===== config.mk =====
export PLATFORM = sky130hd
export DESIGN_NAME = adc_control_registers
export DESIGN_NICKNAME = d
export VERILOG_FILES = /design/src/adc_ctrl_pkg.sv /design/src/adc_control_registers.sv /design/src/adc_prescaler.sv /design/src/adc_sync2.sv
export SDC_FILE = /design/constraint.sdc
export NUM_CORES = 1
export LEC_CHECK = 0
export BUFFER_PORTS_ARGS = -buffer_cell sky130_fd_sc_hd__clkbuf_2
export CORE_AREA = 10 10 99 118
export DETAILED_ROUTE_END_ITERATION = 10
export DIE_AREA = 0 0 109 128
export SLEW_MARGIN = 20
export SYNTH_ARGS = -nofsm -noshare
export SYNTH_HDL_FRONTEND = slang
export SYNTH_SLANG_ARGS = --single-unit
export TNS_END_PERCENT = 5

===== constraint.sdc =====
create_clock -name clk_i -period 5.3 [get_ports clk_i]
set_input_delay 1.06 -clock clk_i [delete_from_list [all_inputs] [get_ports clk_i]]
set_output_delay 1.06 -clock clk_i [all_outputs]
set_load 0.01 [all_outputs]

===== src/adc_ctrl_pkg.sv =====
package adc_ctrl_pkg;

	// Register offsets on the plain register port
	localparam logic [7:0] STATUS_CONTROL_ADDR = 8'h38;
	localparam logic [7:0] RESULT_ADDR = 8'h39;
	localparam logic [7:0] CLOCK_CONFIG_ADDR = 8'h3A;
	localparam logic [7:0] IRQ_STATUS_ADDR = 8'h3B;
	localparam logic [7:0] IRQ_CLEAR_ADDR = 8'h3C;
	localparam logic [7:0] IRQ_ENABLE_ADDR = 8'h3D;

	// Status/control field positions
	localparam int DONE_BIT = 7;
	localparam int IRQ_EN_BIT = 6;
	localparam int CONT_BIT = 5;
	localparam int CHANNEL_LSB = 0;

	// Clock configuration field positions
	localparam int PRESCALE_LSB = 5;
	localparam int CLK_SRC_BIT = 4;

	// Event bits shared by irq status, clear and enable
	localparam int IRQ_DONE_BIT = 0;
	localparam int IRQ_OVERRUN_BIT = 1;
	localparam int IRQ_ABORT_BIT = 2;

	// Reset values
	localparam logic [7:0] STATUS_CONTROL_RESET = 8'h1F;
	localparam logic [7:0] CLOCK_CONFIG_RESET = 8'h00;
	localparam logic [7:0] IRQ_ENABLE_RESET = 8'h01;
	localparam logic [7:0] RESULT_RESET = 8'h00;

	// Channel codes
	localparam logic [4:0] CHANNEL_LAST_EXTERNAL = 5'h0B;
	localparam logic [4:0] CHANNEL_REF_HIGH = 5'h1D;
	localparam logic [4:0] CHANNEL_REF_LOW = 5'h1E;
	localparam logic [4:0] CHANNEL_POWER_OFF = 5'h1F;

	// Conversion timing in converter clock ticks
	localparam logic [3:0] SAMPLE_LAST_TICK = 4'h7;
	localparam logic [3:0] CONV_LAST_TICK = 4'hF;
	localparam logic [7:0] SAR_FIRST_TRIAL = 8'h80;

	typedef enum logic [1:0] {
		CONV_IDLE,
		CONV_SAMPLE,
		CONV_APPROX
	} conv_state_e;

	typedef struct packed {
		logic irq_enable;
		logic continuous;
		logic [4:0] channel;
	} ctrl_s;

	typedef struct packed {
		logic [2:0] prescale;
		logic source_bus;
	} clk_cfg_s;

	// Terminal count of the prescaler: divide by mask plus one
	function automatic logic [3:0] prescale_mask(input logic [2:0] code);
		logic [3:0] mask;
		mask = 4'hF;
		case (code)
			3'h0: mask = 4'h0;
			3'h1: mask = 4'h1;
			3'h2: mask = 4'h3;
			3'h3: mask = 4'h7;
			default: mask = 4'hF;
		endcase
		return mask;
	endfunction

	function automatic logic channel_off(input logic [4:0] channel);
		return channel == CHANNEL_POWER_OFF;
	endfunction

endpackage


===== src/adc_control_registers.sv =====
// The plain strobed port was left to the implementer.
`timescale 1ns/1ps
// Summary of operation
// - Done flag sets per conversion; clears on access
// - Done flag reads zero while interrupt enabled
// - Interrupt request per conversion when enabled
// - Continuous bit repeats conversions, else one
// - Codes 0 to 11 pick external channels
// - Codes 12 to 26 unknown; 27,28 reserved
// - Codes 29 and 30 select internal references
// - All-ones channel powers down; reset value
// - One 8-bit result loaded per conversion
// - Prescaler divides by 1,2,4,8 or 16
// - Source bit picks bus or crystal clock
// - Sixteen ticks, start at tick after write
// - Continuous results overwrite unread results
// - Stop state aborts conversion; continuous mode resumes afterwards
module adc_control_registers (
	input wire logic clk_i,
	input wire logic reset_i,
	input wire logic [7:0] addr_i,
	input wire logic [7:0] wr_data_i,
	input wire logic wr_i,
	input wire logic rd_i,
	output logic [7:0] rd_data_o,
	output logic irq_o,
	input wire logic crystal_clock_i,
	input wire logic stop_mode_i,
	input wire logic comparator_i,
	output logic [4:0] channel_select_o,
	output logic power_down_o,
	output logic ref_high_sel_o,
	output logic ref_low_sel_o,
	output logic external_sel_o,
	output logic sample_o,
	output logic [7:0] dac_code_o,
	output logic busy_o
);

	adc_ctrl_pkg::ctrl_s ctrl_reg;
	adc_ctrl_pkg::clk_cfg_s clk_cfg_reg;
	adc_ctrl_pkg::conv_state_e state_reg;
	logic done_flag_reg;
	logic [7:0] result_reg;
	logic result_unread_reg;
	logic start_pending_reg;
	logic [3:0] tick_count_reg;
	logic [7:0] trial_reg;
	logic [7:0] irq_status_reg;
	logic [7:0] irq_enable_reg;
	logic conv_tick;
	logic conv_done;
	logic conv_abort;
	logic wr_ctrl;
	logic rd_result;
	logic wr_clear;
	logic wr_clk_cfg;
	logic wr_irq_enable;
	logic access_clear;
	logic powered_off;
	logic [7:0] trial_bit;
	logic [7:0] status_read;
	logic [7:0] clk_cfg_read;
	logic [7:0] rd_next;
	logic [7:0] irq_set;
	logic [7:0] irq_clear;

	// Register port decode
	assign wr_ctrl = wr_i && (addr_i == adc_ctrl_pkg::STATUS_CONTROL_ADDR);
	assign rd_result = rd_i && (addr_i == adc_ctrl_pkg::RESULT_ADDR);
	assign wr_clk_cfg = wr_i && (addr_i == adc_ctrl_pkg::CLOCK_CONFIG_ADDR);
	assign wr_clear = wr_i && (addr_i == adc_ctrl_pkg::IRQ_CLEAR_ADDR);
	assign wr_irq_enable = wr_i && (addr_i == adc_ctrl_pkg::IRQ_ENABLE_ADDR);

	// Either access counts as acknowledgement of the last result
	assign access_clear = wr_ctrl | rd_result;
	assign powered_off = adc_ctrl_pkg::channel_off(ctrl_reg.channel);

	// Converter clock from bus or crystal source
	adc_prescaler prescaler_inst (
		.clk_i(clk_i),
		.reset_i(reset_i),
		.crystal_clock_i(crystal_clock_i),
		.cfg_i(clk_cfg_reg),
		.tick_o(conv_tick)
	);

	// Status/control register; reset leaves the converter powered off
	always_ff @(posedge clk_i or posedge reset_i) begin
		if (reset_i) begin
			ctrl_reg <= adc_ctrl_pkg::ctrl_s'(adc_ctrl_pkg::STATUS_CONTROL_RESET[6:0]);
		end else if (wr_ctrl) begin
			ctrl_reg.irq_enable <= wr_data_i[adc_ctrl_pkg::IRQ_EN_BIT];
			ctrl_reg.continuous <= wr_data_i[adc_ctrl_pkg::CONT_BIT];
			ctrl_reg.channel <= wr_data_i[adc_ctrl_pkg::CHANNEL_LSB +: 5];
		end
	end

	// Clock configuration; no interlock against a change mid-conversion
	always_ff @(posedge clk_i or posedge reset_i) begin
		if (reset_i) begin
			clk_cfg_reg.prescale <=
				adc_ctrl_pkg::CLOCK_CONFIG_RESET[adc_ctrl_pkg::PRESCALE_LSB +: 3];
			clk_cfg_reg.source_bus <=
				adc_ctrl_pkg::CLOCK_CONFIG_RESET[adc_ctrl_pkg::CLK_SRC_BIT];
		end else if (wr_clk_cfg) begin
			clk_cfg_reg.prescale <= wr_data_i[adc_ctrl_pkg::PRESCALE_LSB +: 3];
			clk_cfg_reg.source_bus <= wr_data_i[adc_ctrl_pkg::CLK_SRC_BIT];
		end
	end

	// Stop state or power-off kills any conversion in flight
	assign conv_abort = (stop_mode_i || powered_off) && (state_reg != adc_ctrl_pkg::CONV_IDLE);
	assign conv_done = conv_tick && (state_reg == adc_ctrl_pkg::CONV_APPROX)
		&& (tick_count_reg == adc_ctrl_pkg::CONV_LAST_TICK) && !conv_abort;

	// Start request; taken on the next converter tick
	always_ff @(posedge clk_i or posedge reset_i) begin
		if (reset_i) begin
			start_pending_reg <= 1'b0;
		end else if (wr_ctrl) begin
			start_pending_reg <= !adc_ctrl_pkg::channel_off(wr_data_i[4:0]);
		end else if (powered_off) begin
			start_pending_reg <= 1'b0;
		end else if (stop_mode_i) begin
			// Continuous mode keeps its request so it resumes after stop
			start_pending_reg <= ctrl_reg.continuous;
		end else if (conv_done) begin
			start_pending_reg <= ctrl_reg.continuous;
		end else if (conv_tick && state_reg == adc_ctrl_pkg::CONV_IDLE) begin
			start_pending_reg <= 1'b0;
		end
	end

	// Bit under trial in the approximation phase
	always_comb begin
		trial_bit = 8'h00;
		if (tick_count_reg > adc_ctrl_pkg::SAMPLE_LAST_TICK) begin
			trial_bit = adc_ctrl_pkg::SAR_FIRST_TRIAL >> (tick_count_reg[2:0]);
		end
	end

	// Conversion sequencer: seven sample ticks, nine approximation ticks
	always_ff @(posedge clk_i or posedge reset_i) begin
		if (reset_i) begin
			state_reg <= adc_ctrl_pkg::CONV_IDLE;
			tick_count_reg <= 4'h0;
			trial_reg <= 8'h00;
		end else if (conv_abort) begin
			state_reg <= adc_ctrl_pkg::CONV_IDLE;
			tick_count_reg <= 4'h0;
			trial_reg <= 8'h00;
		end else if (conv_tick) begin
			case (state_reg)
				adc_ctrl_pkg::CONV_IDLE: begin
					if (start_pending_reg && !stop_mode_i && !powered_off) begin
						state_reg <= adc_ctrl_pkg::CONV_SAMPLE;
						tick_count_reg <= 4'h0;
						trial_reg <= 8'h00;
					end
				end
				adc_ctrl_pkg::CONV_SAMPLE: begin
					tick_count_reg <= tick_count_reg + 4'h1;
					if (tick_count_reg == adc_ctrl_pkg::SAMPLE_LAST_TICK - 4'h1) begin
						state_reg <= adc_ctrl_pkg::CONV_APPROX;
						trial_reg <= adc_ctrl_pkg::SAR_FIRST_TRIAL;
					end
				end
				adc_ctrl_pkg::CONV_APPROX: begin
					// Comparator low means the trial value overshot
					trial_reg <= (comparator_i ? trial_reg : (trial_reg & ~trial_bit))
						| (trial_bit >> 1);
					if (tick_count_reg == adc_ctrl_pkg::CONV_LAST_TICK) begin
						state_reg <= adc_ctrl_pkg::CONV_IDLE;
						tick_count_reg <= 4'h0;
					end else begin
						tick_count_reg <= tick_count_reg + 4'h1;
					end
				end
				default: begin
					state_reg <= adc_ctrl_pkg::CONV_IDLE;
					tick_count_reg <= 4'h0;
				end
			endcase
		end
	end

	// Result register; always overwritten, read or not
	always_ff @(posedge clk_i or posedge reset_i) begin
		if (reset_i) begin
			result_reg <= adc_ctrl_pkg::RESULT_RESET;
		end else if (conv_done) begin
			result_reg <= comparator_i ? trial_reg : (trial_reg & ~trial_bit);
		end
	end

	// Tracks whether software has read the newest result
	always_ff @(posedge clk_i or posedge reset_i) begin
		if (reset_i) begin
			result_unread_reg <= 1'b0;
		end else if (conv_done) begin
			result_unread_reg <= 1'b1;
		end else if (rd_result) begin
			result_unread_reg <= 1'b0;
		end
	end

	// Done flag; a completion in the clearing cycle wins
	always_ff @(posedge clk_i or posedge reset_i) begin
		if (reset_i) begin
			done_flag_reg <= 1'b0;
		end else if (conv_done && !ctrl_reg.irq_enable) begin
			done_flag_reg <= 1'b1;
		end else if (access_clear) begin
			done_flag_reg <= 1'b0;
		end
	end

	// Event sources for the sticky status
	always_comb begin
		irq_set = 8'h00;
		irq_set[adc_ctrl_pkg::IRQ_DONE_BIT] = conv_done && ctrl_reg.irq_enable;
		irq_set[adc_ctrl_pkg::IRQ_OVERRUN_BIT] = conv_done && result_unread_reg
			&& !rd_result;
		irq_set[adc_ctrl_pkg::IRQ_ABORT_BIT] = conv_abort && stop_mode_i;
		irq_clear = wr_clear ? wr_data_i : 8'h00;
		irq_clear[adc_ctrl_pkg::IRQ_DONE_BIT] = irq_clear[adc_ctrl_pkg::IRQ_DONE_BIT]
			| access_clear;
	end

	// Sticky status; set beats clear so no event is lost
	always_ff @(posedge clk_i or posedge reset_i) begin
		if (reset_i) begin
			irq_status_reg <= 8'h00;
		end else begin
			irq_status_reg <= (irq_status_reg & ~irq_clear) | irq_set;
		end
	end

	always_ff @(posedge clk_i or posedge reset_i) begin
		if (reset_i) begin
			irq_enable_reg <= adc_ctrl_pkg::IRQ_ENABLE_RESET;
		end else if (wr_irq_enable) begin
			irq_enable_reg <= wr_data_i;
		end
	end

	// Level interrupt, one cycle behind the status for a clean flop output
	always_ff @(posedge clk_i or posedge reset_i) begin
		if (reset_i) begin
			irq_o <= 1'b0;
		end else begin
			irq_o <= |(irq_status_reg & irq_enable_reg);
		end
	end

	// Read views
	always_comb begin
		status_read = {1'b0, ctrl_reg};
		status_read[adc_ctrl_pkg::DONE_BIT] = done_flag_reg && !ctrl_reg.irq_enable;
		clk_cfg_read = 8'h00;
		clk_cfg_read[adc_ctrl_pkg::PRESCALE_LSB +: 3] = clk_cfg_reg.prescale;
		clk_cfg_read[adc_ctrl_pkg::CLK_SRC_BIT] = clk_cfg_reg.source_bus;
		case (addr_i)
			adc_ctrl_pkg::STATUS_CONTROL_ADDR: rd_next = status_read;
			adc_ctrl_pkg::RESULT_ADDR: rd_next = result_reg;
			adc_ctrl_pkg::CLOCK_CONFIG_ADDR: rd_next = clk_cfg_read;
			adc_ctrl_pkg::IRQ_STATUS_ADDR: rd_next = irq_status_reg;
			adc_ctrl_pkg::IRQ_ENABLE_ADDR: rd_next = irq_enable_reg;
			default: rd_next = 8'h00;
		endcase
	end

	// Read data stand only in the cycle after the strobe
	always_ff @(posedge clk_i or posedge reset_i) begin
		if (reset_i) begin
			rd_data_o <= 8'h00;
		end else begin
			rd_data_o <= rd_i ? rd_next : 8'h00;
		end
	end

	// Analog front-end steering; unused and reserved codes select nothing
	always_ff @(posedge clk_i or posedge reset_i) begin
		if (reset_i) begin
			channel_select_o <= adc_ctrl_pkg::CHANNEL_POWER_OFF;
			power_down_o <= 1'b1;
			ref_high_sel_o <= 1'b0;
			ref_low_sel_o <= 1'b0;
			external_sel_o <= 1'b0;
		end else begin
			channel_select_o <= ctrl_reg.channel;
			power_down_o <= powered_off || stop_mode_i;
			ref_high_sel_o <= ctrl_reg.channel == adc_ctrl_pkg::CHANNEL_REF_HIGH;
			ref_low_sel_o <= ctrl_reg.channel == adc_ctrl_pkg::CHANNEL_REF_LOW;
			external_sel_o <= ctrl_reg.channel <= adc_ctrl_pkg::CHANNEL_LAST_EXTERNAL;
		end
	end

	// Sequencer view for the comparator and DAC
	always_ff @(posedge clk_i or posedge reset_i) begin
		if (reset_i) begin
			sample_o <= 1'b0;
			dac_code_o <= 8'h00;
			busy_o <= 1'b0;
		end else begin
			sample_o <= state_reg == adc_ctrl_pkg::CONV_SAMPLE;
			dac_code_o <= trial_reg;
			busy_o <= state_reg != adc_ctrl_pkg::CONV_IDLE;
		end
	end

endmodule


===== src/adc_prescaler.sv =====
`timescale 1ns/1ps
module adc_prescaler (
	input wire logic clk_i,
	input wire logic reset_i,
	input wire logic crystal_clock_i,
	input wire adc_ctrl_pkg::clk_cfg_s cfg_i,
	output logic tick_o
);

	logic crystal_sync;
	logic crystal_last_reg;
	logic source_tick;
	logic [3:0] count_reg;
	logic [3:0] mask;

	adc_sync2 crystal_sync_inst (
		.clk_i(clk_i),
		.reset_i(reset_i),
		.async_i(crystal_clock_i),
		.sync_o(crystal_sync)
	);

	// Crystal source counts its rising edges; bus source ticks every cycle
	assign source_tick = cfg_i.source_bus | (crystal_sync & ~crystal_last_reg);
	assign mask = adc_ctrl_pkg::prescale_mask(cfg_i.prescale);

	always_ff @(posedge clk_i or posedge reset_i) begin
		if (reset_i) begin
			crystal_last_reg <= 1'b0;
		end else begin
			crystal_last_reg <= crystal_sync;
		end
	end

	// Divider; a mask change mid-count takes effect at once, a count at or past the new mask wrapping on the next source tick
	always_ff @(posedge clk_i or posedge reset_i) begin
		if (reset_i) begin
			count_reg <= 4'h0;
			tick_o <= 1'b0;
		end else begin
			tick_o <= 1'b0;
			if (source_tick) begin
				if (count_reg >= mask) begin
					count_reg <= 4'h0;
					tick_o <= 1'b1;
				end else begin
					count_reg <= count_reg + 4'h1;
				end
			end
		end
	end

endmodule


===== src/adc_sync2.sv =====
`timescale 1ns/1ps
module adc_sync2 (
	input wire logic clk_i,
	input wire logic reset_i,
	input wire logic async_i,
	output logic sync_o
);

	logic meta_reg;

	// Two stages; only the second stage is visible to the logic
	always_ff @(posedge clk_i or posedge reset_i) begin
		if (reset_i) begin
			meta_reg <= 1'b0;
			sync_o <= 1'b0;
		end else begin
			meta_reg <= async_i;
			sync_o <= meta_reg;
		end
	end

endmodule


* Word level (Yosys, flattened, before mapping)
Index checks and enable logic that the tools add are counted.
Storage, ports and cells: bits in latches 0, bits in read-only memories 0, output and inout port bits 28, bits in registers 88, memories 0, memory bits (writable) 0, input bits 23, word-level logic and storage cells 138
Cells by class: div/mod/pow operators 0, reduce and logical (&&, ||, !) cells 37, multiplexer cells 34, add/sub/neg operators 2, eq/ne operators 20, magnitude comparators 3, $mul 0, shifts and indexed selects 1, bitwise operators 12
Operators by type and width (count):
- $mux W8 | 8
- $eq A8 B6 Y1 const B | 6
- $pmux W8 S5 | 1
- $and A8 B8 Y8 | 3
- $pmux W8 S3 | 1
- $eq A5 B5 Y1 const B | 4
- $mux W4 | 5
- $logic_and A1 B1 Y1 | 18
- $not A8 Y8 | 2
- $pmux W4 S4 | 1
- $pmux W4 S3 | 1
- $mux W1 | 11
- $mux W2 | 5
- $add A4 B1 Y4 const B | 2
- $or A8 B3 Y8 | 1
- $or A8 B7 Y8 | 1
- $reduce_and A4 Y1 | 2
- $reduce_bool A2 Y1 | 4
- $reduce_or A8 Y1 | 1
- $shr A8 B3 Y8 const A | 1
- $eq A3 B2 Y1 const B | 2
- $logic_not A1 Y1 | 6
- $ne A3 B2 Y1 const B | 2
- $pmux W2 S3 | 1
- other kinds (18) | 20

* Depth between registers and ports, before layout
Gate-level depths: netlist of run 1.
word-level depth 9, gate-level depth with buffers 8, mapped depth without buffers 7

* Hierarchy
A second synthesis of run 1 with hierarchy kept.
Unflattened totals: cells, all modules 368, area, all modules 4170.2 µm²
Modules (own cells, without submodules):
- adc_control_registers | cells each 325, area an instance 3743.6 µm², times used 1, seq. area each 2016.9 µm²
- adc_prescaler | cells each 40, area an instance 372.9 µm², times used 1, seq. area each 150.1 µm²
- adc_sync2 | cells each 3, area an instance 53.8 µm², times used 1, seq. area each 50.0 µm²

* Worst setup path before layout of run 1
No wires, ideal clock.
path type input-to-reg, start input port addr_i[6], end register start_pending_reg, buffers on the path 1, library setup time 0.126 ns, arrival 2.203 ns, stages 5, required time 5.174 ns, slack 2.971 ns, cell sequence nand4bb_4 > nor4_1 > buf_2 > a21oi_1 > a221o_1
Between the ends: cells in the longest elaborated chain, start to end 3, elaborated cells on any way between the ends 4, those cells by class 1 x eq/ne; 1 x mux; 2 x reduce/logical
RTL lines:
- start, declared | RTL line adc_control_registers.sv:21 | input wire logic [7:0] addr_i,
- $eq A8 B6 Y1 (*) | RTL line adc_control_registers.sv:69 | assign wr_ctrl = wr_i && (addr_i == adc_ctrl_pkg::STATUS_CONTROL_ADDR);
- $logic_and A1 B1 Y1 (*) | RTL line adc_control_registers.sv:69
- $reduce_bool A5 Y1 (no source line) or $mux W1 (tied branches)
- end signal, assigned | RTL line adc_control_registers.sv:122 | start_pending_reg <= !adc_ctrl_pkg::channel_off(wr_data_i[4:0]);
- end signal, assigned | RTL line adc_control_registers.sv:127 | start_pending_reg <= ctrl_reg.continuous;
- end signal, assigned | RTL line adc_control_registers.sv:129 | start_pending_reg <= ctrl_reg.continuous;
- end, declared | RTL line adc_control_registers.sv:46 | logic start_pending_reg;
Mark *: on every way between the ends. The rest lies on a longest branch, timed or not. A chain may end at the register's enable or synchronous reset.

* Worst setup path after layout of run 1
start input port addr_i[6], end register irq_enable_reg[1]
Between the ends: cells in the longest elaborated chain, start to end 2
RTL lines:
- $eq A8 B6 Y1 | RTL line adc_control_registers.sv:73 | assign wr_irq_enable = wr_i && (addr_i == adc_ctrl_pkg::IRQ_ENABLE_ADDR);
- $logic_and A1 B1 Y1 | RTL line adc_control_registers.sv:73
- end signal, assigned | RTL line adc_control_registers.sv:242 | irq_enable_reg <= adc_ctrl_pkg::IRQ_ENABLE_RESET;
- end signal, assigned | RTL line adc_control_registers.sv:244 | irq_enable_reg <= wr_data_i;
- end, declared | RTL line adc_control_registers.sv:50 | logic [7:0] irq_enable_reg;
No other way between the ends.

==> results of run 1 <==
power by group through the flow:
stage	Combinational, mW	Sequential, mW	Clock [mW]
3_3_place_gp	0.305	0.759	0
2_1_floorplan	0.217	0.758	0
6_report	0.306	0.748	0.635
3_5_place_dp	0.309	0.759	0
5_1_grt	0.341	0.754	0.675
4_1_cts	0.311	0.748	0.648
cells by family (layout without fill, tap and decap cells):
| group | count (synthesis) | after routing | share of synthesized area [%] |
|---|---|---|---|
| buf+inv | 28 | 87 | 2.82 |
| simple gates | 88 | 88 | 12.2 |
| compound gates | 88 | 88 | 15.8 |
| flops | 88 | 88 | 53.7 |
| mux | 40 | 40 | 10.9 |
| fa+ha+maj | 15 | 15 | 4.54 |
worst max-delay path, cell delays in order:
cell                        delay, ns
sky130_fd_sc_hd__clkbuf_2        0.08
sky130_fd_sc_hd__nand4bb_4       0.25
sky130_fd_sc_hd__nor3_2          0.59
sky130_fd_sc_hd__and3_1          0.49
sky130_fd_sc_hd__mux2_2          0.38
metal layers:
metal  part of all wire [%]  routed length [microns]
met5                      0                        0
met3                    6.1                      588
met1                     43                     4110
met4                    1.4                      138
met2                     50                     4790
worst paths after layout:
path	start	end	slack [ns]
min reg2reg	prescaler_inst.crystal_sync_inst.meta_reg	prescaler_inst.crystal_sync_inst.sync_o	0.36
max	addr_i[6]	irq_enable_reg[1]	2.68
max in group asynchronous	reset_i	power_down_o	3.55
max reg2reg	tick_count_reg[0]	trial_reg[5]	3.08
min in group asynchronous	reset_i	dac_code_o[6]	0.85
min	prescaler_inst.crystal_sync_inst.meta_reg	prescaler_inst.crystal_sync_inst.sync_o	0.36
per-stage QoR:
step | setup slack [ns] | hold slack [ns] | area [sq um]
finish | 2.68 | 0.360 | 4820
global route | 2.61 | 0.374 | 4820
CTS | 2.35 | 0.362 | 4810
detailed placement | 2.00 | 0.349 | 4510
global placement | 2.09 | 0.346 | 4510
floorplan | 1.98 | 0.331 | 4130
area by class of cell:
type	count	area (sq um)
inverter	18	72.6
sequential	88	2220
tap	123	154
multi-input combinational	231	1800
timing repair buffer	53	273
clock buffer	11	243
clock inverter	5	57.6
fill	812	4600
layout by cell type, fill, tap and decap left out, types with 6 or more instances in the layout:
master and instances:
sky130_fd_sc_hd__nand2_1 33, sky130_fd_sc_hd__a21oi_1 16, sky130_fd_sc_hd__inv_1 15, sky130_fd_sc_hd__a22oi_1 13, sky130_fd_sc_hd__ha_1 15, sky130_fd_sc_hd__nor2_1 6, sky130_fd_sc_hd__mux2_2 36, sky130_fd_sc_hd__o21ai_0 15
sky130_fd_sc_hd__clkbuf_2 50, sky130_fd_sc_hd__clkbuf_16 9, sky130_fd_sc_hd__nand3_1 13, sky130_fd_sc_hd__a21boi_0 10, sky130_fd_sc_hd__dfrtp_1 76, sky130_fd_sc_hd__dfstp_2 12
==> flow_summary.yaml, run 1 <==
status:
  run_status: "finished, final reports clean"
clocking:
  numCtsBuffers: 9
  cts_root_buffer: "sky130_fd_sc_hd__clkbuf_16"
  ctsLongestPathBuffers: 2
  cts_resized: 0
  postCtsHoldBufs: 0
  tritoncts_num_sinks: 88
  ctsHtreeMaxLevel: 3
  clk_pin_slew_ns: 0.06
  cts_tree: "done"
  cts_setup_buffers: 0
  clk-insertion-delay-late_ns: 0.34
power:
  seq_power_share_pct: 44.3
  net-switching-power_uw: 487
  total_power_mw: 1.69
  sw_share_pct: 28.8
  power.density_mw_per_mm2: 350
  leakagePower_nw: 2.32
  vdd.ir_drop.worst_mv: 0.150
  p_clk_share_pct: 37.6
  intPower_mw: 1.20
  power_frac_comb_pct: 18.1
sta:
  min_period_ns: 2.62
  max_freq_mhz: 381
  setup_viol: 0
  worst_slew_margin_rel_pct: 48.6
  tightestPinTransition_ns: 0.770
  rsz0062_at_grt: "no"
  finalMaxSlewViolations: 0
  clock-skew-final_ns: 0.00677
  timing_hold_violations_final: 0
  setup-tns-final_ns: 0
  timing.final.crit_share_pct: 49.5
worst_setup_path:
  reg2reg_depth: 7
  critical_path.startpoint_type: "input port"
  crit_path_max_fanout: 11
  critical_path.endpoint_type: "flop"
  crit_type: "in -> reg"
  worstPathArrival_ns: 2.85
  worst_ep_required_time_ns: 5.52
cells_and_area:
  number_of_antenna_repair_diodes: 0
  areaGrowthSynthToFinish_pct: 16.7
  layout-drive-gt1-share_pct: 32.5
  nets: 439
  final_util_pct: 51.2
  final_cells: 529
logic_synthesis:
  post_synth_instance_area_sq_mm: 0.00413
  synth_enable_flop_cells: 0
  synth_warnings: 0
  avg_cell_area_syn_sq_um: 11.9
  leading_cell_type_by_number_of_instances_after_synthesis: "sky130_fd_sc_hd__dfrtp_1"
  synth.lib_cells_used.distinct: 58
  synth.top_cells.by_count: "76 x sky130_fd_sc_hd__dfrtp_1, 36 x sky130_fd_sc_hd__mux2_2, 33 x sky130_fd_sc_hd__nand2_1, 16 x sky130_fd_sc_hd__a21oi_1, 16 x sky130_fd_sc_hd__inv_1"
  synth_top_area_share_pct: 46.0
  postSynth.asyncResetShare_pct: 100
  synth.area.top_cells: "sky130_fd_sc_hd__dfrtp_1 46%, sky130_fd_sc_hd__mux2_2 9.8%, sky130_fd_sc_hd__dfstp_2 7.6%, sky130_fd_sc_hd__ha_1 4.5%, sky130_fd_sc_hd__nand2_1 3.0%"
  sequential_cell_area_fraction_in_the_yosys_report_pct: 53.7
  yosys_most_used_dff: "sky130_fd_sc_hd__dfrtp_1"
  synthesized_flop_and_latch_total: 88
  synthesis.nets: 385
  synthDominantAreaCellType: "sky130_fd_sc_hd__dfrtp_1"
  synthCells: 347
drt:
  detail-route-antenna-nets: 0
  drt_first_pass_iters: 4
  drc_errors: 0
  vias: 2931
  postRouteWirelength_microns: 9630
  vias_per_cell: 5.54
  post_drt_wl_per_cell_microns: 18.2
  drt-initial-drc-count: 160
placed_design:
  gp_routability_congestion: 0.888
  dp.cells: 513
  dp_hpwl_microns: 7130
  port-buffer-count: 50
floorplanning:
  die_y_microns: 128
  core_box_area_sq_mm: 0.00942
  initial_utilization_pct: 43.9
  floorplan_row_count: 39
  area_of_the_die_sq_mm: 0.0140
  die_w_microns: 109
  top_level_ports: 51
global_route:
  groute.layer.met2.usage_pct: 23.3
  globalRouteOverflowTotal: 0
  grt_use_total_pct: 14.3
  grt_max_degree: 64
  first_global_vias: 3001
  highest_utilization_routing_layer_at_the_global_route_stage: "met2"
  grt.met3_usage_pct: 4.02
  number_of_antenna_violations_at_the_first_check_in_global_routing: 0
  first_pass_grt_wire_length_microns: 15900
  grtUsageMet1_pct: 17.8
worst_hold_path:
  worstHoldPathCells: 0
  hold_path_class: "reg -> reg"
run:
  max_cap_viol_count: 0
Note: power is estimated with default switching activity, not from simulation.
==> inputs of run 2 (changes only) <==
PLACE_DENSITY = 0.66   (was unset)
clock period = 2.22 ns   (was 5.3 ns; I/O delays follow)
==> run 2 against run 1 <==
Compared with the run above:
- utilization increased by 0.74 points
- power increased by 140%
- sequential power up 140%
- flip-flop and latch count stayed put
- non-clock buffer count increased by 10
- combinational power grew to 2.5 times the previous value
- critical path depth up 2
- setup slack got worse by 2.5 ns
- register-to-register slack worse by 2.9 ns
- first-iteration DRC count shrank 10%
- die area unchanged
- sequential share of layout area shrank 0.66 points
==> flow_summary.yaml, run 2 (synthesis results as in run 1) <==
global_route:
  grt_max_degree: 43
  first_pass_grt_wire_length_microns: 16200
  first_global_vias: 3064
  number_of_antenna_violations_at_the_first_check_in_global_routing: 0
  globalRouteOverflowTotal: 0
  grt_use_total_pct: 14.8
clocking:
  ctsHtreeMaxLevel: 3
  numCtsBuffers: 9
  cts_root_buffer: "sky130_fd_sc_hd__clkbuf_16"
  postCtsHoldBufs: 0
  clk-insertion-delay-late_ns: 0.34
  cts_tree: "done"
  clk_pin_slew_ns: 0.06
  ctsLongestPathBuffers: 2
  tritoncts_num_sinks: 88
sta:
  clock-skew-final_ns: 0.00430
  finalMaxSlewViolations: 0
  rsz0062_at_grt: "no"
  timing.final.crit_share_pct: 93.7
  max_freq_mhz: 481
  timing_hold_violations_final: 0
  tightestPinTransition_ns: 0.644
  worst_slew_margin_rel_pct: 57.0
  min_period_ns: 2.08
  setup_viol: 0
  setup-tns-final_ns: 0
power:
  seq_power_share_pct: 45.0
  power_frac_comb_pct: 19.3
  net-switching-power_mw: 1.20
  sw_share_pct: 30.0
  p_clk_share_pct: 35.8
  intPower_mw: 2.79
  leakagePower_nw: 2.37
  vdd.ir_drop.worst_mv: 0.365
  power.density_mw_per_mm2: 816
floorplanning:
  initial_utilization_pct: 43.9
  floorplan_row_count: 39
  top_level_ports: 51
  die_w_microns: 109
  die_y_microns: 128
  area_of_the_die_sq_mm: 0.0140
  core_box_area_sq_mm: 0.00942
cells_and_area:
  final_cell_mix: "76 x sky130_fd_sc_hd__dfrtp_1, 50 x sky130_fd_sc_hd__clkbuf_2, 36 x sky130_fd_sc_hd__mux2_2"
  nets: 449
  layout-drive-gt1-share_pct: 34.4
  register_area_sq_mm: 0.00222
  areaGrowthSynthToFinish_pct: 18.4
  fillCellCount: 828
  number_of_antenna_repair_diodes: 0
  multiInputGateArea_sq_mm: 0.00180
  layout.cells.most_common: "sky130_fd_sc_hd__dfrtp_1"
  final_cells: 539
run:
  max_cap_viol_count: 0
drt:
  drc_errors: 0
  post_drt_wl_per_cell_microns: 18.3
  drt_first_pass_iters: 4
  vias_per_cell: 5.52
  detail-route-antenna-nets: 0
  drt-initial-drc-count: 144
  postRouteWirelength_microns: 9860
  vias: 2974
worst_setup_path:
  max_stage_delay_ns: 0.39
  worst_ep_required_time_ns: 2.45
  critical-path-slowest-cell: "sky130_fd_sc_hd__dfrtp_1"
  worstPathArrival_ns: 2.31
  crit_path_max_fanout: 9
  worstPathCellList: "inv_1 -> ha_1 -> buf_4 -> a221oi_4 -> nand3_4 -> a32o_1 -> a41o_1"
  critical_path.startpoint_type: "flop"
  critical_path.endpoint_type: "flop"
  crit_type: "reg -> reg"
worst_hold_path:
  hold_path_class: "in -> async"
placed_design:
  dp_hpwl_microns: 7470
  port-buffer-count: 50
  dp.cells: 523
  gp_routability_congestion: 0.874
status:
  run_status: "finished, final reports clean"
==> run 2: changes by cell type in the layout (fill, tap and decap cells not counted) <==
cell,before,now
sky130_fd_sc_hd__buf_12,0,1
sky130_fd_sc_hd__buf_4,3,12
sky130_fd_sc_hd__bufinv_16,1,0
sky130_fd_sc_hd__clkbuf_1,1,0
sky130_fd_sc_hd__clkinv_2,1,2
sky130_fd_sc_hd__clkinv_4,0,2
sky130_fd_sc_hd__clkinvlp_4,3,2
sky130_fd_sc_hd__inv_4,2,1
sky130_fd_sc_hd__inv_6,0,1
sky130_fd_sc_hd__nor3_1,1,2
sky130_fd_sc_hd__nor3_2,2,1
sky130_fd_sc_hd__o21ai_1,1,0
sky130_fd_sc_hd__o21ai_2,1,2
==> run 2: power by group through the flow <==
stage | clock network, mW | registers (mW) | logic (mW)
after CTS | 1.45 | 1.79 | 0.769
after detailed placement | 0 | 1.82 | 0.764
after floorplan | 0 | 1.81 | 0.519
after global placement | 0 | 1.82 | 0.752
final | 1.43 | 1.79 | 0.768
after global routing | 1.50 | 1.80 | 0.853
==> run 2: cell type report <==
cell class	count	area share, %
Sequential cell	88	45.4
Clock buffer	10	4.89
Clock inverter	6	0.896
Tap cell	123	3.15
Inverter	18	1.51
Multi-Input combinational cell	231	36.8
Timing Repair Buffer	63	7.37
==> run 2: path summary, 6_finish.rpt <==
path,from,cells past startpoint,slack (ns),end
setup / recovery,state_reg[1],7,0.14,trial_reg[4]
min in group clk_i,crystal_clock_i,1,0.21,prescaler_inst.crystal_sync_inst.meta_reg
setup reg to reg,state_reg[1],7,0.14,trial_reg[4]
hold reg to reg,prescaler_inst.crystal_sync_inst.meta_reg,0,0.37,prescaler_inst.crystal_sync_inst.sync_o
max in group asynchronous,reset_i,3,1.33,channel_select_o[0]
hold / removal,reset_i,2,0.17,ref_low_sel_o
==> run 2: repair_timing <==
action	in CTS	in global routing
setup buffers	0	0
gates resized for setup	0	1
setup endpoints to repair	0	1
==> run 2: critical path: cells and delay by family (launching register included) <==
family / cells / cell delay [ns]
buffers and inverters: 2 / 0.29
AO/OA/AOI/OAI: 3 / 0.88
flip-flops: 1 / 0.39
AND/OR/NAND/NOR: 1 / 0.18
adder cells (fa/ha/maj): 1 / 0.24
==> run 2: per-stage QoR <==
step                setup slack (ns)  hold slack [ns]  power, mW  utilization [%]  cell area (sq um)
detailed placement             0.162            0.335       2.59             48.9               4600
floorplan                      0.261            0.331       2.33                -               4130
CTS                            0.141            0.190       4.02             51.9               4880
finish                         0.140            0.173       3.99             51.9               4890
global placement               0.198            0.337       2.57             48.9               4600
global route                  0.0301            0.211       4.16             51.9               4890
==> run 2: routing by layer <==
layer	vias up	track usage, %	part of all wire [%]
met2	71	24.8	52
met4	0	7.07	2.3
li1	1394	-	-
met5	-	0	0
met3	17	2.67	4.5
met1	1492	17.8	41
==> inputs of run 3 (changes only) <==
CORE_AREA = 10 10 99 119   (was 10 10 99 118)
DIE_AREA = 0 0 109 129   (was 0 0 109 128)
SYNTH_HIERARCHICAL = 1   (was unset)
==> run 3 against run 2 <==
Compared with the run above:
- count of clock-buffer cells in the layout is 1 lower
- combinational power is 2% higher
- cell count is 2.8% higher
- hold slack better by 0.038 ns
- largest cell class unchanged
- highest routed layer unchanged
==> flow_summary.yaml, run 3 <==
drt:
  drt-initial-drc-count: 165
  vias: 2994
  post_drt_wl_per_cell_microns: 17.3
  drc_errors: 0
  vias_per_cell: 5.40
  detail-route-antenna-nets: 0
  drt_first_pass_iters: 5
  postRouteWirelength_microns: 9600
clocking:
  ctsLongestPathBuffers: 2
  numCtsBuffers: 9
  clk-insertion-delay-late_ns: 0.34
  cts_resized: 0
  clk_pin_slew_ns: 0.06
  cts_tree: "done"
  ctsHtreeMaxLevel: 3
  cts_root_buffer: "sky130_fd_sc_hd__clkbuf_16"
  tritoncts_num_sinks: 88
logic_synthesis:
  synth_warnings: 6
  postSynth.asyncResetShare_pct: 100
  synth.lib_cells_used.distinct: 59
  synthesis.nets: 407
  synthesized_flop_and_latch_total: 88
  synth.top_cells.by_count: "76 x sky130_fd_sc_hd__dfrtp_1, 42 x sky130_fd_sc_hd__nand2_1, 25 x sky130_fd_sc_hd__mux2_2, 23 x sky130_fd_sc_hd__inv_1, 22 x sky130_fd_sc_hd__nor2_1"
  synth_enable_flop_cells: 0
  synth_top_area_share_pct: 45.6
  leading_cell_type_by_number_of_instances_after_synthesis: "sky130_fd_sc_hd__dfrtp_1"
  avg_cell_area_syn_sq_um: 11.3
  synthCells: 368
  sequential_cell_area_fraction_in_the_yosys_report_pct: 53.2
  synthDominantAreaCellType: "sky130_fd_sc_hd__dfrtp_1"
  post_synth_instance_area_sq_mm: 0.00417
  yosys_most_used_dff: "sky130_fd_sc_hd__dfrtp_1"
  synth.area.top_cells: "sky130_fd_sc_hd__dfrtp_1 46%, sky130_fd_sc_hd__dfstp_2 7.6%, sky130_fd_sc_hd__mux2_2 6.8%, sky130_fd_sc_hd__ha_1 4.8%, sky130_fd_sc_hd__nand2_1 3.8%"
placed_design:
  worst_slack_at_placement_ns: 0.277
  gp_routability_congestion: 0.853
  dp_hpwl_microns: 7090
  port-buffer-count: 50
  dp.cells: 537
worst_setup_path:
  reg2reg_depth: 7
  cp_common_cell: "sky130_fd_sc_hd__nand2_1"
  crit_buf_inv: 1
  worstPathCellList: "inv_1 -> ha_1 -> nor2_1 -> a221oi_2 -> nand2_1 -> nand2_1 -> o221ai_1"
  worst_ep_required_time_ns: 2.43
  worstPathArrival_ns: 2.16
  worstReg2RegStart: "state_reg[0]"
  critical_path.endpoint_type: "flop"
  critical-path-top-delay-family: "compound AO/OA/AOI/OAI gates"
  crit_cells: 7
  setup.worst_path.start: "state_reg[0]"
  crit_path_max_fanout: 7
  max_stage_delay_ns: 0.43
  critical-path-slowest-cell: "sky130_fd_sc_hd__dfrtp_1"
  crit_type: "reg -> reg"
  critical_path.startpoint_type: "flop"
global_route:
  globalRouteOverflowTotal: 0
  number_of_antenna_violations_at_the_first_check_in_global_routing: 0
  first_pass_grt_wire_length_microns: 15800
  grt_max_degree: 81
  grt_use_total_pct: 14.2
  first_global_vias: 3119
sta:
  rsz0062_at_grt: "no"
  timing_hold_violations_final: 0
  worst_slew_margin_rel_pct: 72.2
  holdWs_ns: 0.211
  finalMaxSlewViolations: 0
  timing.final.crit_share_pct: 88.0
  setup-tns-final_ns: 0
  setup_viol: 0
  tightestPinTransition_ns: 0.417
  min_period_ns: 1.95
  clock-skew-final_ns: 0.00498
  max_freq_mhz: 512
  setup_ws_ns: 0.266
cells_and_area:
  layout-drive-gt1-share_pct: 29.9
  nets: 465
  number_of_antenna_repair_diodes: 0
  areaGrowthSynthToFinish_pct: 17.5
  final_cells: 554
  layout.cells.most_common: "sky130_fd_sc_hd__dfrtp_1"
  register_area_sq_mm: 0.00222
  final_util_pct: 52.0
  final_cell_mix: "76 x sky130_fd_sc_hd__dfrtp_1, 50 x sky130_fd_sc_hd__clkbuf_2, 42 x sky130_fd_sc_hd__nand2_1"
  fillCellCount: 853
  multiInputGateArea_sq_mm: 0.00181
power:
  vdd.ir_drop.worst_mv: 0.410
  leakagePower_nw: 2.24
  power.density_mw_per_mm2: 844
worst_hold_path:
  hold_path_class: "in -> reg"
  worstHoldPathCells: 1
  min-delay-start: "crystal_clock_i"
floorplanning:
  top_level_ports: 51
  initial_utilization_pct: 44.3
  floorplan_row_count: 39
  area_of_the_die_sq_mm: 0.0141
  die_w_microns: 109
  die_y_microns: 129
  core_box_area_sq_mm: 0.00942
run:
  max_cap_viol_count: 0
status:
  run_status: "finished, final reports clean"
## run 3: changes by cell type in the layout (fill, tap and decap cells not counted), moves of 4 or more
| cell | delta |
|---|---|
| sky130_fd_sc_hd__a41o_1 | -4 |
| sky130_fd_sc_hd__buf_4 | -6 |
| sky130_fd_sc_hd__o2bb2ai_1 | +10 |
| sky130_fd_sc_hd__a21oi_1 | -6 |
| sky130_fd_sc_hd__a21boi_0 | -5 |
| sky130_fd_sc_hd__nand2_1 | +9 |
| sky130_fd_sc_hd__inv_1 | +7 |
| sky130_fd_sc_hd__nor2_1 | +16 |
| sky130_fd_sc_hd__mux2_2 | -11 |
## run 3: worst paths after layout
kind / to / slack [ns]
max in group asynchronous: channel_select_o[1] / 1.07
hold reg to reg: prescaler_inst/crystal_sync_inst/sync_o / 0.35
setup / recovery: tick_count_reg[3] / 0.27
hold / removal: prescaler_inst/crystal_sync_inst/meta_reg / 0.21
min in group asynchronous: prescaler_inst/crystal_sync_inst/meta_reg / 0.54
setup reg to reg: tick_count_reg[3] / 0.27
## run 3: logic make-up after synthesis
family,count (synthesis),share of synthesized area [%]
buffers and inverters,34,3.45
and+or+nand+nor,110,14.3
muxes,31,8.52
DFF,88,53.2
adders and majority gates,16,4.80
AOI/OAI and AO/OA,89,15.7
## run 3: timing repair
action                    CTS  global route
hold endpoints to repair    2             0
hold buffers                1             0
setup buffers               0             0
## run 3: power by group
part           internal (mW)  total (mW)  leakage (nW)  switching (mW)
registers               1.72        1.83          1.16           0.113
clock network          0.883        1.52         0.150           0.639
logic                  0.300       0.784         0.934           0.485
total                   2.90        4.14          2.24            1.24
## run 3: routing by layer
metal  global-route usage, %  wire, microns
met5                       0              0
met4                    5.98            190
met2                    23.6           4780
met3                    4.00            585
met1                    16.7           4050
## run 3: area by class of cell
cell class | count | area share (%)
Clock inverter | 7 | 1.61
Sequential cell | 88 | 45.3
Clock buffer | 9 | 4.60
Timing Repair Buffer | 58 | 6.64
Tap cell | 123 | 3.14
Inverter | 23 | 1.84
Multi-Input combinational cell | 246 | 36.9
## run 3: worst register-to-register path: stages, from the launching register on
cell,delay (ns)
sky130_fd_sc_hd__dfrtp_1,0.43
sky130_fd_sc_hd__inv_1,0.16
sky130_fd_sc_hd__ha_1,0.29
sky130_fd_sc_hd__nor2_1,0.09
sky130_fd_sc_hd__a221oi_2,0.39
sky130_fd_sc_hd__nand2_1,0.20
sky130_fd_sc_hd__nand2_1,0.15
sky130_fd_sc_hd__o221ai_1,0.11
## run 3: metrics by stage
| step | instance area, sq um | total power [mW] |
|---|---|---|
| 4_1_cts | 4900 | 4.18 |
| 3_3_place_gp | 4590 | 2.61 |
| 2_1_floorplan | 4170 | 2.40 |
| 3_5_place_dp | 4590 | 2.64 |
| 6_report | 4900 | 4.14 |
| 5_1_grt | 4900 | 4.34 |
